**config.mk**
```make
export PLATFORM = sky130hd
export DESIGN_NAME = ugt_core
export DESIGN_NICKNAME = d
export VERILOG_FILES = /design/src/verilog/ugt_pkg.sv /design/src/verilog/ugt_ui_fifo.sv /design/src/verilog/ugt_rx_decode.sv /design/src/verilog/ugt_core.sv
export SDC_FILE = /design/constraint.sdc
export NUM_CORES = 1
export LEC_CHECK = 0
export CAP_MARGIN = 10
export CORE_MARGIN = 2
export CORE_UTILIZATION = 40
export DETAILED_ROUTE_END_ITERATION = 10
export DONT_BUFFER_PORTS = 1
export GPL_TIMING_DRIVEN = 1
export PLACE_DENSITY = 0.56
export SLEW_MARGIN = 40
export SYNTH_ARGS = -nofsm -noshare
export SYNTH_HDL_FRONTEND = slang
export SYNTH_SLANG_ARGS = --single-unit
```
**constraint.sdc**
```tcl
create_clock -name mclk -period 3.2 [get_ports mclk]
set_input_delay 0.64 -clock mclk [delete_from_list [all_inputs] [get_ports mclk]]
set_output_delay 0.64 -clock mclk [all_outputs]
set_load 0.005 [all_outputs]
```
**src/verilog/ugt_pkg.sv**
```systemverilog
// Shared constants and carrier types of the UI frame and TEI gate
package ugt_pkg;
	localparam logic [6:0] TEI_GROUP   = 7'h7f;
	localparam logic [6:0] TEI_RST     = 7'h00;
	localparam logic [5:0] SAPI_MGMT   = 6'h3f;
	localparam logic [5:0] SAPI_CALL   = 6'h00;
	localparam logic [5:0] SAPI_PKT    = 6'h10;
	localparam logic       CR_USER_CMD = 1'b0;
	localparam logic       CR_USER_RSP = 1'b1;
	localparam logic       CR_NET_CMD  = 1'b1;
	localparam logic       PF_UI       = 1'b0;
	localparam int         FIFO_AW     = 2;
	localparam logic [2:0] FIFO_DEPTH  = 3'h4;
	localparam logic [7:0] U_PF_MASK   = 8'hef;
	localparam logic [1:0] S_FMT       = 2'h1;
	localparam logic [7:0] CTL_UI      = 8'h03;
	localparam logic [7:0] CTL_SABME   = 8'h6f;
	localparam logic [7:0] CTL_DISC    = 8'h43;
	localparam logic [7:0] CTL_UA      = 8'h63;
	localparam logic [7:0] CTL_DM      = 8'h0f;
	localparam logic [7:0] CTL_FRMR    = 8'h87;
	localparam logic [7:0] CTL_XID     = 8'haf;
	localparam logic [7:0] CTL_RR      = 8'h01;
	localparam logic [7:0] CTL_RNR     = 8'h05;
	localparam logic [7:0] CTL_REJ     = 8'h09;

	typedef enum logic [3:0] {
		FK_OTHER, FK_UI, FK_SABME, FK_DISC, FK_UA, FK_DM, FK_FRMR,
		FK_XID, FK_I, FK_RR, FK_RNR, FK_REJ
	} ugt_fkind_t;

	typedef enum logic [2:0] {RK_RR, RK_RNR, RK_REJ, RK_UA, RK_DM} ugt_rkind_t;

	typedef struct packed {
		logic [5:0]  sapi;
		logic        cr;
		logic [6:0]  tei;
		logic [15:0] ctl;
		logic [7:0]  info;
	} ugt_frame_t;

	typedef struct packed {
		logic       valid;
		ugt_frame_t frame;
	} ugt_ph_t;

	typedef struct packed {
		logic       valid;
		logic       bcast;
		logic [5:0] sapi;
		logic [7:0] info;
	} ugt_ui_req_t;

	typedef struct packed {
		logic       bcast;
		logic [5:0] sapi;
		logic [7:0] info;
	} ugt_ui_ent_t;

	typedef struct packed {
		logic       valid;
		logic [5:0] sapi;
		logic [7:0] info;
	} ugt_ui_ind_t;

	typedef struct packed {
		logic       valid;
		ugt_rkind_t kind;
		logic [6:0] nr;
		logic [5:0] sapi;
	} ugt_rsp_req_t;

	typedef struct packed {
		logic       valid;
		ugt_fkind_t kind;
		logic       pf;
		logic       cmd;
		ugt_frame_t frame;
	} ugt_rx_t;
endpackage

```
**src/verilog/ugt_ui_fifo.sv**
```systemverilog
// Small in-order queue of pending UI transfer requests
`timescale 1ns/1ps
module ugt_ui_fifo (
	input  wire logic                 mclk,
	input  wire logic                 rst_n,
	input  wire ugt_pkg::ugt_ui_req_t push,
	output logic                      in_ready,
	input  wire logic                 pop,
	input  wire logic                 flush,
	output logic                      head_valid,
	output ugt_pkg::ugt_ui_ent_t      head
);
	import ugt_pkg::*;

	typedef struct packed {
		ugt_ui_ent_t [(1<<FIFO_AW)-1:0] mem;
		logic [FIFO_AW-1:0]             wp;
		logic [FIFO_AW-1:0]             rp;
		logic [2:0]                     cnt;
		logic                           nfull;
	} ugt_fifo_st_t;

	ugt_fifo_st_t st_q;
	ugt_fifo_st_t st_d;
	logic         do_push;
	logic         do_pop;

	always_comb begin
		st_d = st_q;
		do_push = push.valid && st_q.nfull;
		do_pop = pop && (st_q.cnt != 3'h0);
		if (flush) begin
			st_d.wp = '0;
			st_d.rp = '0;
			st_d.cnt = 3'h0;
		end else begin
			if (do_push) begin
				st_d.mem[st_q.wp] = {push.bcast, push.sapi, push.info};
				st_d.wp = st_q.wp + 2'h1;
			end
			if (do_pop)
				st_d.rp = st_q.rp + 2'h1;
			if (do_push && !do_pop)
				st_d.cnt = st_q.cnt + 3'h1;
			else if (!do_push && do_pop)
				st_d.cnt = st_q.cnt - 3'h1;
		end
		st_d.nfull = (st_d.cnt != FIFO_DEPTH);
	end

	always_ff @(posedge mclk or negedge rst_n) begin
		if (!rst_n)
			st_q <= '{nfull: 1'b1, default: '0};
		else
			st_q <= st_d;
	end

	assign in_ready = st_q.nfull;
	assign head_valid = (st_q.cnt != 3'h0);
	assign head = st_q.mem[st_q.rp];
endmodule

```
**src/verilog/ugt_rx_decode.sv**
```systemverilog
// Classifies received frames by control field and poll/final bit
`timescale 1ns/1ps
module ugt_rx_decode (
	input  wire logic             mclk,
	input  wire logic             rst_n,
	input  wire ugt_pkg::ugt_ph_t rx_in,
	output ugt_pkg::ugt_rx_t      rx_out
);
	import ugt_pkg::*;

	ugt_rx_t st_q;
	ugt_rx_t st_d;

	always_comb begin
		st_d.valid = rx_in.valid;
		st_d.frame = rx_in.frame;
		st_d.cmd = (rx_in.frame.cr == CR_NET_CMD);
		st_d.kind = FK_OTHER;
		st_d.pf = rx_in.frame.ctl[8];
		if (!rx_in.frame.ctl[0]) begin
			st_d.kind = FK_I;
		end else if (rx_in.frame.ctl[1:0] == S_FMT) begin
			case (rx_in.frame.ctl[7:0])
				CTL_RR:  st_d.kind = FK_RR;
				CTL_RNR: st_d.kind = FK_RNR;
				CTL_REJ: st_d.kind = FK_REJ;
				default: st_d.kind = FK_OTHER;
			endcase
		end else begin
			st_d.pf = rx_in.frame.ctl[4];
			case (rx_in.frame.ctl[7:0] & U_PF_MASK)
				CTL_UI:    st_d.kind = FK_UI;
				CTL_SABME: st_d.kind = FK_SABME;
				CTL_DISC:  st_d.kind = FK_DISC;
				CTL_UA:    st_d.kind = FK_UA;
				CTL_DM:    st_d.kind = FK_DM;
				CTL_FRMR:  st_d.kind = FK_FRMR;
				CTL_XID:   st_d.kind = FK_XID;
				default:   st_d.kind = FK_OTHER;
			endcase
		end
	end

	always_ff @(posedge mclk or negedge rst_n) begin
		if (!rst_n)
			st_q <= '0;
		else
			st_q <= st_d;
	end

	assign rx_out = st_q;
endmodule

```
**src/verilog/ugt_core.sv**
```systemverilog
// Unacknowledged transfer and TEI gate of the user-side data link entity
`timescale 1ns/1ps
module ugt_core (
	input  wire logic                 mclk,
	input  wire logic                 rst_n,
	input  wire ugt_pkg::ugt_ui_req_t l3_req,
	output logic                      l3_req_ready,
	input  wire ugt_pkg::ugt_ui_req_t mg_req,
	output logic                      mg_req_ready,
	input  wire logic                 est_req,
	output logic                      est_go,
	output logic                      rel_ind,
	input  wire logic                 assign_req,
	input  wire logic [6:0]           assign_tei,
	input  wire logic                 remove_req,
	input  wire logic                 error_rsp,
	output logic                      assign_ind,
	input  wire ugt_pkg::ugt_rsp_req_t rsp_req,
	output logic                      rsp_ready,
	input  wire ugt_pkg::ugt_ph_t     ph_rx,
	input  wire logic                 ph_deact_ind,
	output ugt_pkg::ugt_ph_t          ph_tx,
	input  wire logic                 ph_tx_ready,
	output ugt_pkg::ugt_ui_ind_t      l3_ind,
	output ugt_pkg::ugt_ui_ind_t      mg_ind,
	output logic                      frmr_ind,
	output logic                      final_due,
	output logic                      tei_assigned,
	output logic [6:0]                tei_value
);
	import ugt_pkg::*;

	typedef struct packed {
		logic         tei_ok;
		logic [6:0]   tei;
		logic         asked;
		logic         est_pend;
		logic         fin_due;
		logic         fin_u;
		ugt_rsp_req_t rsp;
		logic         rsp_ready;
		ugt_ph_t      tx;
		ugt_ui_ind_t  l3_ind;
		ugt_ui_ind_t  mg_ind;
		logic         frmr_ind;
		logic         est_go;
		logic         rel_ind;
		logic         assign_ind;
	} ugt_core_st_t;

	ugt_core_st_t st_q;
	ugt_core_st_t st_d;
	ugt_rx_t      rx;
	ugt_ui_ent_t  l3_head;
	ugt_ui_ent_t  mg_head;
	logic         l3_head_v;
	logic         mg_head_v;
	logic         l3_pop;
	logic         mg_pop;
	logic         l3_flush;
	logic         mg_flush;
	logic         l3_rdy;
	logic         mg_rdy;
	logic         need_tei;
	logic         to_us;
	logic         polled;

	// UI command frame, P bit held at zero
	function automatic ugt_frame_t ui_frame(
		input logic [5:0] sapi,
		input logic [6:0] tei,
		input logic [7:0] info
	);
		ugt_frame_t fr;
		fr.sapi = sapi;
		fr.cr = CR_USER_CMD;
		fr.tei = tei;
		fr.ctl = {8'h00, CTL_UI[7:5], PF_UI, CTL_UI[3:0]};
		fr.info = info;
		return fr;
	endfunction

	// Response frame, F bit and kind tied to the pending poll
	function automatic ugt_frame_t rsp_frame(
		input ugt_rsp_req_t r,
		input logic         f,
		input logic         fu,
		input logic [6:0]   tei
	);
		ugt_frame_t fr;
		ugt_rkind_t k;
		k = r.kind;
		if (f && fu && !(k == RK_UA || k == RK_DM))
			k = RK_DM;
		else if (f && !fu && (k == RK_UA || k == RK_DM))
			k = RK_RR;
		fr.sapi = r.sapi;
		fr.cr = CR_USER_RSP;
		fr.tei = tei;
		fr.info = 8'h00;
		// FRMR is not among the kinds that can be built
		case (k)
			RK_RR:   fr.ctl = {r.nr, f, CTL_RR};
			RK_RNR:  fr.ctl = {r.nr, f, CTL_RNR};
			RK_REJ:  fr.ctl = {r.nr, f, CTL_REJ};
			RK_UA:   fr.ctl = {8'h00, CTL_UA[7:5], f, CTL_UA[3:0]};
			default: fr.ctl = {8'h00, CTL_DM[7:5], f, CTL_DM[3:0]};
		endcase
		return fr;
	endfunction

	ugt_rx_decode u_rx (
		.mclk   (mclk),
		.rst_n  (rst_n),
		.rx_in  (ph_rx),
		.rx_out (rx)
	);

	ugt_ui_fifo u_l3q (
		.mclk       (mclk),
		.rst_n      (rst_n),
		.push       (l3_req),
		.in_ready   (l3_rdy),
		.pop        (l3_pop),
		.flush      (l3_flush),
		.head_valid (l3_head_v),
		.head       (l3_head)
	);

	ugt_ui_fifo u_mgq (
		.mclk       (mclk),
		.rst_n      (rst_n),
		.push       (mg_req),
		.in_ready   (mg_rdy),
		.pop        (mg_pop),
		.flush      (mg_flush),
		.head_valid (mg_head_v),
		.head       (mg_head)
	);

	always_comb begin
		st_d = st_q;
		st_d.l3_ind.valid = 1'b0;
		st_d.mg_ind.valid = 1'b0;
		st_d.frmr_ind = 1'b0;
		st_d.est_go = 1'b0;
		st_d.rel_ind = 1'b0;
		st_d.assign_ind = 1'b0;
		l3_pop = 1'b0;
		mg_pop = 1'b0;
		l3_flush = ph_deact_ind;
		mg_flush = ph_deact_ind;
		need_tei = 1'b0;
		to_us = 1'b0;
		polled = 1'b0;

		// Physical layer takes the frame on ready
		if (st_q.tx.valid && ph_tx_ready)
			st_d.tx.valid = 1'b0;
		// A UI frame still waiting is discarded too
		if (ph_deact_ind && st_q.tx.frame.ctl[7:0] == CTL_UI)
			st_d.tx.valid = 1'b0;

		// Transmit slot: response, then management, then layer 3
		if (!st_d.tx.valid) begin
			if (st_q.rsp.valid) begin
				st_d.tx.valid = 1'b1;
				st_d.tx.frame = rsp_frame(st_q.rsp, st_q.fin_due,
					st_q.fin_u, st_q.tei);
				st_d.rsp.valid = 1'b0;
				st_d.fin_due = 1'b0;
			end else if (mg_head_v && !ph_deact_ind) begin
				st_d.tx.valid = 1'b1;
				st_d.tx.frame = ui_frame(SAPI_MGMT, TEI_GROUP,
					mg_head.info);
				mg_pop = 1'b1;
			end else if (l3_head_v && !ph_deact_ind &&
				(l3_head.bcast || st_q.tei_ok)) begin
				st_d.tx.valid = 1'b1;
				if (l3_head.bcast)
					st_d.tx.frame = ui_frame(l3_head.sapi, TEI_GROUP,
						l3_head.info);
				else
					st_d.tx.frame = ui_frame(l3_head.sapi, st_q.tei,
						l3_head.info);
				l3_pop = 1'b1;
			end
		end

		// Response request taken while the holding slot is empty
		if (rsp_req.valid && st_q.rsp_ready)
			st_d.rsp = rsp_req;

		// Received frame handling
		if (rx.valid) begin
			to_us = st_q.tei_ok && (rx.frame.tei == st_q.tei);
			case (rx.kind)
				FK_UI: begin
					if (!rx.cmd) begin
						to_us = 1'b0;
					end else if (rx.frame.sapi == SAPI_MGMT) begin
						if (rx.frame.tei == TEI_GROUP) begin
							st_d.mg_ind.valid = 1'b1;
							st_d.mg_ind.sapi = rx.frame.sapi;
							st_d.mg_ind.info = rx.frame.info;
						end
					end else if ((rx.frame.sapi == SAPI_CALL ||
						rx.frame.sapi == SAPI_PKT) &&
						(rx.frame.tei == TEI_GROUP || to_us)) begin
						st_d.l3_ind.valid = 1'b1;
						st_d.l3_ind.sapi = rx.frame.sapi;
						st_d.l3_ind.info = rx.frame.info;
					end
				end
				FK_SABME, FK_DISC, FK_I, FK_RR, FK_RNR, FK_REJ: begin
					polled = rx.cmd && rx.pf && to_us;
					if (polled) begin
						st_d.fin_due = 1'b1;
						st_d.fin_u = (rx.kind == FK_SABME ||
							rx.kind == FK_DISC);
					end
				end
				FK_FRMR: st_d.frmr_ind = to_us;
				default: polled = 1'b0;
			endcase
		end

		// TEI bookkeeping for establishment and UI requests
		need_tei = est_req || (l3_req.valid && l3_rdy && !l3_req.bcast);
		if (est_req) begin
			if (st_q.tei_ok)
				st_d.est_go = 1'b1;
			else
				st_d.est_pend = 1'b1;
		end
		if (need_tei && !st_q.tei_ok && !st_q.asked) begin
			st_d.assign_ind = 1'b1;
			st_d.asked = 1'b1;
		end
		if (assign_req) begin
			st_d.tei_ok = 1'b1;
			st_d.tei = assign_tei;
			st_d.asked = 1'b0;
			if (st_q.est_pend || (est_req && !st_q.tei_ok)) begin
				st_d.est_go = 1'b1;
				st_d.est_pend = 1'b0;
			end
		end else if (error_rsp) begin
			st_d.asked = 1'b0;
			l3_flush = 1'b1;
			if (st_q.est_pend || (est_req && !st_q.tei_ok)) begin
				st_d.rel_ind = 1'b1;
				st_d.est_pend = 1'b0;
			end
		end else if (remove_req) begin
			st_d.tei_ok = 1'b0;
			st_d.tei = TEI_RST;
			st_d.asked = 1'b0;
		end
		// An assignment in the same cycle as a removal keeps the identifier
		if (remove_req && assign_req)
			st_d.tei_ok = 1'b1;
		st_d.rsp_ready = !st_d.rsp.valid;
	end

	always_ff @(posedge mclk or negedge rst_n) begin
		if (!rst_n)
			st_q <= '{rsp_ready: 1'b1, tei: TEI_RST, default: '0};
		else
			st_q <= st_d;
	end

	assign l3_req_ready = l3_rdy;
	assign mg_req_ready = mg_rdy;
	assign est_go = st_q.est_go;
	assign rel_ind = st_q.rel_ind;
	assign assign_ind = st_q.assign_ind;
	assign rsp_ready = st_q.rsp_ready;
	assign ph_tx = st_q.tx;
	assign l3_ind = st_q.l3_ind;
	assign mg_ind = st_q.mg_ind;
	assign frmr_ind = st_q.frmr_ind;
	assign final_due = st_q.fin_due;
	assign tei_assigned = st_q.tei_ok;
	assign tei_value = st_q.tei;
endmodule

```
# Word-level counts from Yosys, hierarchy flattened
# Index checks and enable logic that the tools add are counted.
# Widths: inputs -> output; s select.
# op_classes
addsub	8
n_mul	0
div_mod_pow	0
n_lt_le_gt_ge	6
eq_ne	33
shift	0
n_mux	80
bitwise	4
n_reduce_logical	68
# op_table
operator	count
$mux 39	4
$bwmux 60	2
$mux 15	7
$pmux 16 s4	1
$mux 31	2
$bmux 15 s2	2
$demux 15 s2	2
$mux 30	2
$mux 1	32
$logic_and 1x1->1	29
$mux 3	8
$eq 7x6->1 const B	3
$eq 7x7->1 const B	3
$pmux 3 s7	1
$mux 17	1
$eq 4x4->1 const B	4
$mux 8	2
$mux 2	7
$mux 7	2
$lt 2x3->1 const B	4
$pmux 4 s3	1
$reduce_bool 3->1	4
$logic_not 1->1	11
$mux 10	1
other kinds (35)	64
# word_totals
regBits	267
latchBits	0
ram_bits	0
mem_bits_ro	0
input_bits	103
output_inout_bits	85
elab_cells	265
memories	0

# Longest topological paths before layout
# depth
ltp_word	14
ltp_mapped	8
mapped_depth_nobuf	8

# By module
# Synthesis repeated with hierarchy kept, for this count alone.
# unflattened
cells_unflattened	899
hier_area_um2	12303.0
# modules_own_cells
mod	instances	cells_each	area_per_inst_um2	seq_area_each_um2
ugt_core	1	430	4773.3	2528.7
ugt_ui_fifo (u_l3q)	1	196	3100.5	1702.9
ugt_ui_fifo (u_mgq)	1	196	3096.7	1702.9
ugt_rx_decode	1	77	1332.5	1101.1

# Worst setup path after synthesis
# No wires, ideal clock.
# synth_timing
path_type	input to register
startpoint	input port assign_req
endpoint	register u_l3q.st_q[23] (netlist name)
setup_ps	125
t_arrival_ps	2063
t_required_ps	3075
path_slack_ps	1012
path_stages	7
n_path_buf	3
path_cell_list	buf_2 inv_1 a21oi_1 and3_1 clkbuf_1 buf_2 mux2_2
# synth_between
elab_chain_len	3
# synth_lines
item	line	text
from (decl)	ugt_core.sv:13	input wire logic assign_req,
$mux 1	ugt_core.sv:240	if (assign_req) begin
$not 1->1 (no source line)	n/a	
$reduce_and 2->1 (no source line)	n/a	
to (signal assigned)	ugt_ui_fifo.sv:55	st_q <= st_d;
to (decl)	ugt_ui_fifo.sv:23	ugt_fifo_st_t st_q;
# Every way passes these cells.
# A chain may end at the register's enable or synchronous reset.

==> impl_metrics.csv <==
group,metric,value,unit
layout,area_growth,5.45,%
grt,grt_max_degree,238,
yosys,synth_top_family_by_area,"multiplexers",
die,core,26100,um^2
sta,finalCriticalPeriod,2.52,ns
yosys,synthesis.instances,837,
grt,grt_pass1_vias,6058,
sta,fin_worst_skew,0.0116,ns
die,die_h,167,um
yosys,async_flop_share,1.00,
layout,post-route-util,0.429,
clock_network,insertion_delay,0.53,ns
routing,firstDrtPassIters,4,
critical_path,start_kind,"flip-flop",
routing,dr_total_vias,5799,
critical_path,crit_path_top_delay_cell,"nor4_4",
yosys,synth-adder-area-share,0.0165,
hold_path,hold_class,"in2async",
critical_path,crit_buf_inv,1,
routing,drt-total-wl,22.0,mm
grt,antenna_found_initial,0,
sta,setup_slack,0.681,ns
routing,drt_drc_violations_left,0,
yosys,synthMuxAreaShare,0.185,
routing,initialDrtViolationCount,368,
yosys,ys.flop_type,"dfrtp_1",
grt,overflow,0,
yosys,syn_nets,954,
grt,grtUsageTotal,0.160,
sta,hold_viol_final,234,
yosys,synth_edf_count,0,
place,port_buffers,0,
die,fp.dieArea,27800,um^2
sta,timing.final.crit_share,0.787,
critical_path,cp.arrival,2.93,ns
clock_network,cts_buffer_depth,3,
critical_path,path_class,"reg2reg",
yosys,ys_warn_count,0,
sta,drv_slew,0,
layout,final_common_cell,"dfrtp_1",
routing,wire_per_inst,19.7,um
run_status,outcome,"complete, but fails checks",
die,num_io_pins,188,
clock_network,clock_sinks,237,
power_and_ir_drop,power_density,753,nW/um^2
clock_network,post_cts_buffers,0,
power_and_ir_drop,vdd_drop_max,0.503,mV
yosys,synth.avg_cell_area,12.7,um^2
critical_path,crit_chain,"inv_1 > ha_1 > nor2b_1 > nor4_4 > nand4b_4 > xnor2_2 > nor3_1 > o311ai_1",
critical_path,max_stage_delay,0.49,ns
sta,fmax,397,MHz
sta,tightest_slew,0.767,ns
layout,nets,886,
run,drv_cap,0,
layout,finalInstanceArea,11200,um^2
place,place_ws,0.712,ns
sta,timing.hold.ws,-0.194,ns
critical_path,cpLargestDelayFamily,"simple AND/OR/NAND/NOR gates",
power_and_ir_drop,total_power,8.42,mW
die,die_x,167,um
critical_path,crit_fanout,10,
critical_path,cp.required,3.61,ns
power_and_ir_drop,power.leakage,4.98,nW
clock_network,cts_tree,"done",
yosys,syn_area,10600,um^2
routing,routed_via_density,5.19,
die,rows,59,
yosys,synthDistinctLibCells,58,
place,place_hpwl,14.9,mm
grt,grt_pass1_wl,35.3,mm
yosys,yosysSeqAreaShare,0.560,
critical_path,end_kind,"flip-flop",
sta,slew_headroom,0.488,
clock_network,cts_resized,0,
clock_network,cts.htree.levels,1,
clock_network,path_clk_slew,0.06,ns
layout,diodes,0,
layout,drive_gt1_frac,0.264,
yosys,synth-simple-area-share,0.0930,
layout,most-common-layout-cells,"dfrtp_1 (234), mux2_2 (126), nand2_1 (80)",
yosys,synth_compound_area_frac,0.0528,
clock_network,cts-root-buf,"clkbuf_16",
clock_network,cts_made_buffers,27,
routing,ant_nets,0,
sta,rsz0062_at_grt,"no",
place,gp_congestion,0.761,
place,dpl_cell_area,10400,um^2
die,start_util,0.407,
layout,n_fill_cell,2382,
yosys,ys_ff_latch,237,
sta,fin_setup_tns,0,ns
run_status,violations,"negative hold slack",
sta,finalSetupViolations,0,
yosys,synth_xor_area_frac,0.0181,
-- worst paths after layout --
kind,startpoint,to,slack [ns],cells past startpoint
setup / recovery,u_l3q.st_q[1],u_l3q.in_ready,0.68,8
hold / removal,rst_n,mg_ind[11],-0.19,0
setup reg to reg,u_l3q.st_q[1],u_l3q.in_ready,0.68,8
hold reg to reg,st_q[94],assign_ind,0.46,1
max in group asynchronous,rst_n,rsp_ready,2.95,0
min in group mclk,ph_rx[2],u_rx.rx_out[2],0.14,0
-- state kept, by name, indices dropped and copies added (netlist names), 7 cells and up --
signal,cells
l3_ind,15
mg_ind,15
ph_tx,37
st_q,20
tei_value,7
u_l3q.st_q,67
u_mgq.st_q,39
u_rx.rx_out,28
-- cell type report --
type / count / area, um^2 / share of cell area
sequential: 237 / 5930 / 0.531
multi-input combinational: 477 / 3880 / 0.347
clock buffer: 37 / 743 / 0.0665
tap: 335 / 419 / 0.0375
timing repair buffer: 11 / 82.6 / 0.00739
clock inverter: 6 / 63.8 / 0.00571
inverter: 15 / 56.3 / 0.00504
-- cell usage after synthesis (all sizes together) (7+ instances only) --
master  instances  area (um^2)
a21oi          12         60.1
a22o            8         70.1
a31oi           8         50.1
and2            7         43.8
buf            95          682
clkbuf         13         48.8
dfrtp         234         5860
ha             14          175
inv            15         56.3
mux2          126         1420
mux4           22          495
nand2          80          300
nand2b         14         95.1
nand3          16         80.1
nand4           8         50.1
nor2           46          173
o21ai          30          154
o22ai           7         43.8
xnor2          18          165
-- cell families after synthesis --
kind of cell,Yosys count
compound gates,85
flops,237
mux,153
simple gates,203
buf+inv,123
fa+ha+maj,14
xor+xnor,21
other cells,1
-- power breakdown --
group / internal (mW) / switching, mW / total (mW)
sequential: 3.66 / 0.485 / 4.15
combinational: 0.753 / 0.648 / 1.40
clock: 1.68 / 1.18 / 2.86
-- metrics by stage --
stage | std cells | hold WS [ns]
2_1_floorplan | 837 | 0.344
3_3_place_gp | 1075 | 0.349
3_5_place_dp | 1075 | 0.349
4_1_cts | 1118 | -0.221
5_1_grt | 1118 | -0.223
6_report | 1118 | -0.194
-- metal layers --
metal / wire length (um) / vias to the layer above / global-route usage
li1: - / 2705 / -
met1: 9640 / 2925 / 0.212
met2: 9960 / 139 / 0.250
met3: 1910 / 30 / 0.0587
met4: 517 / 0 / 0.0461
met5: 0 / - / 0
No activity file was read; power rests on OpenSTA's default activity.
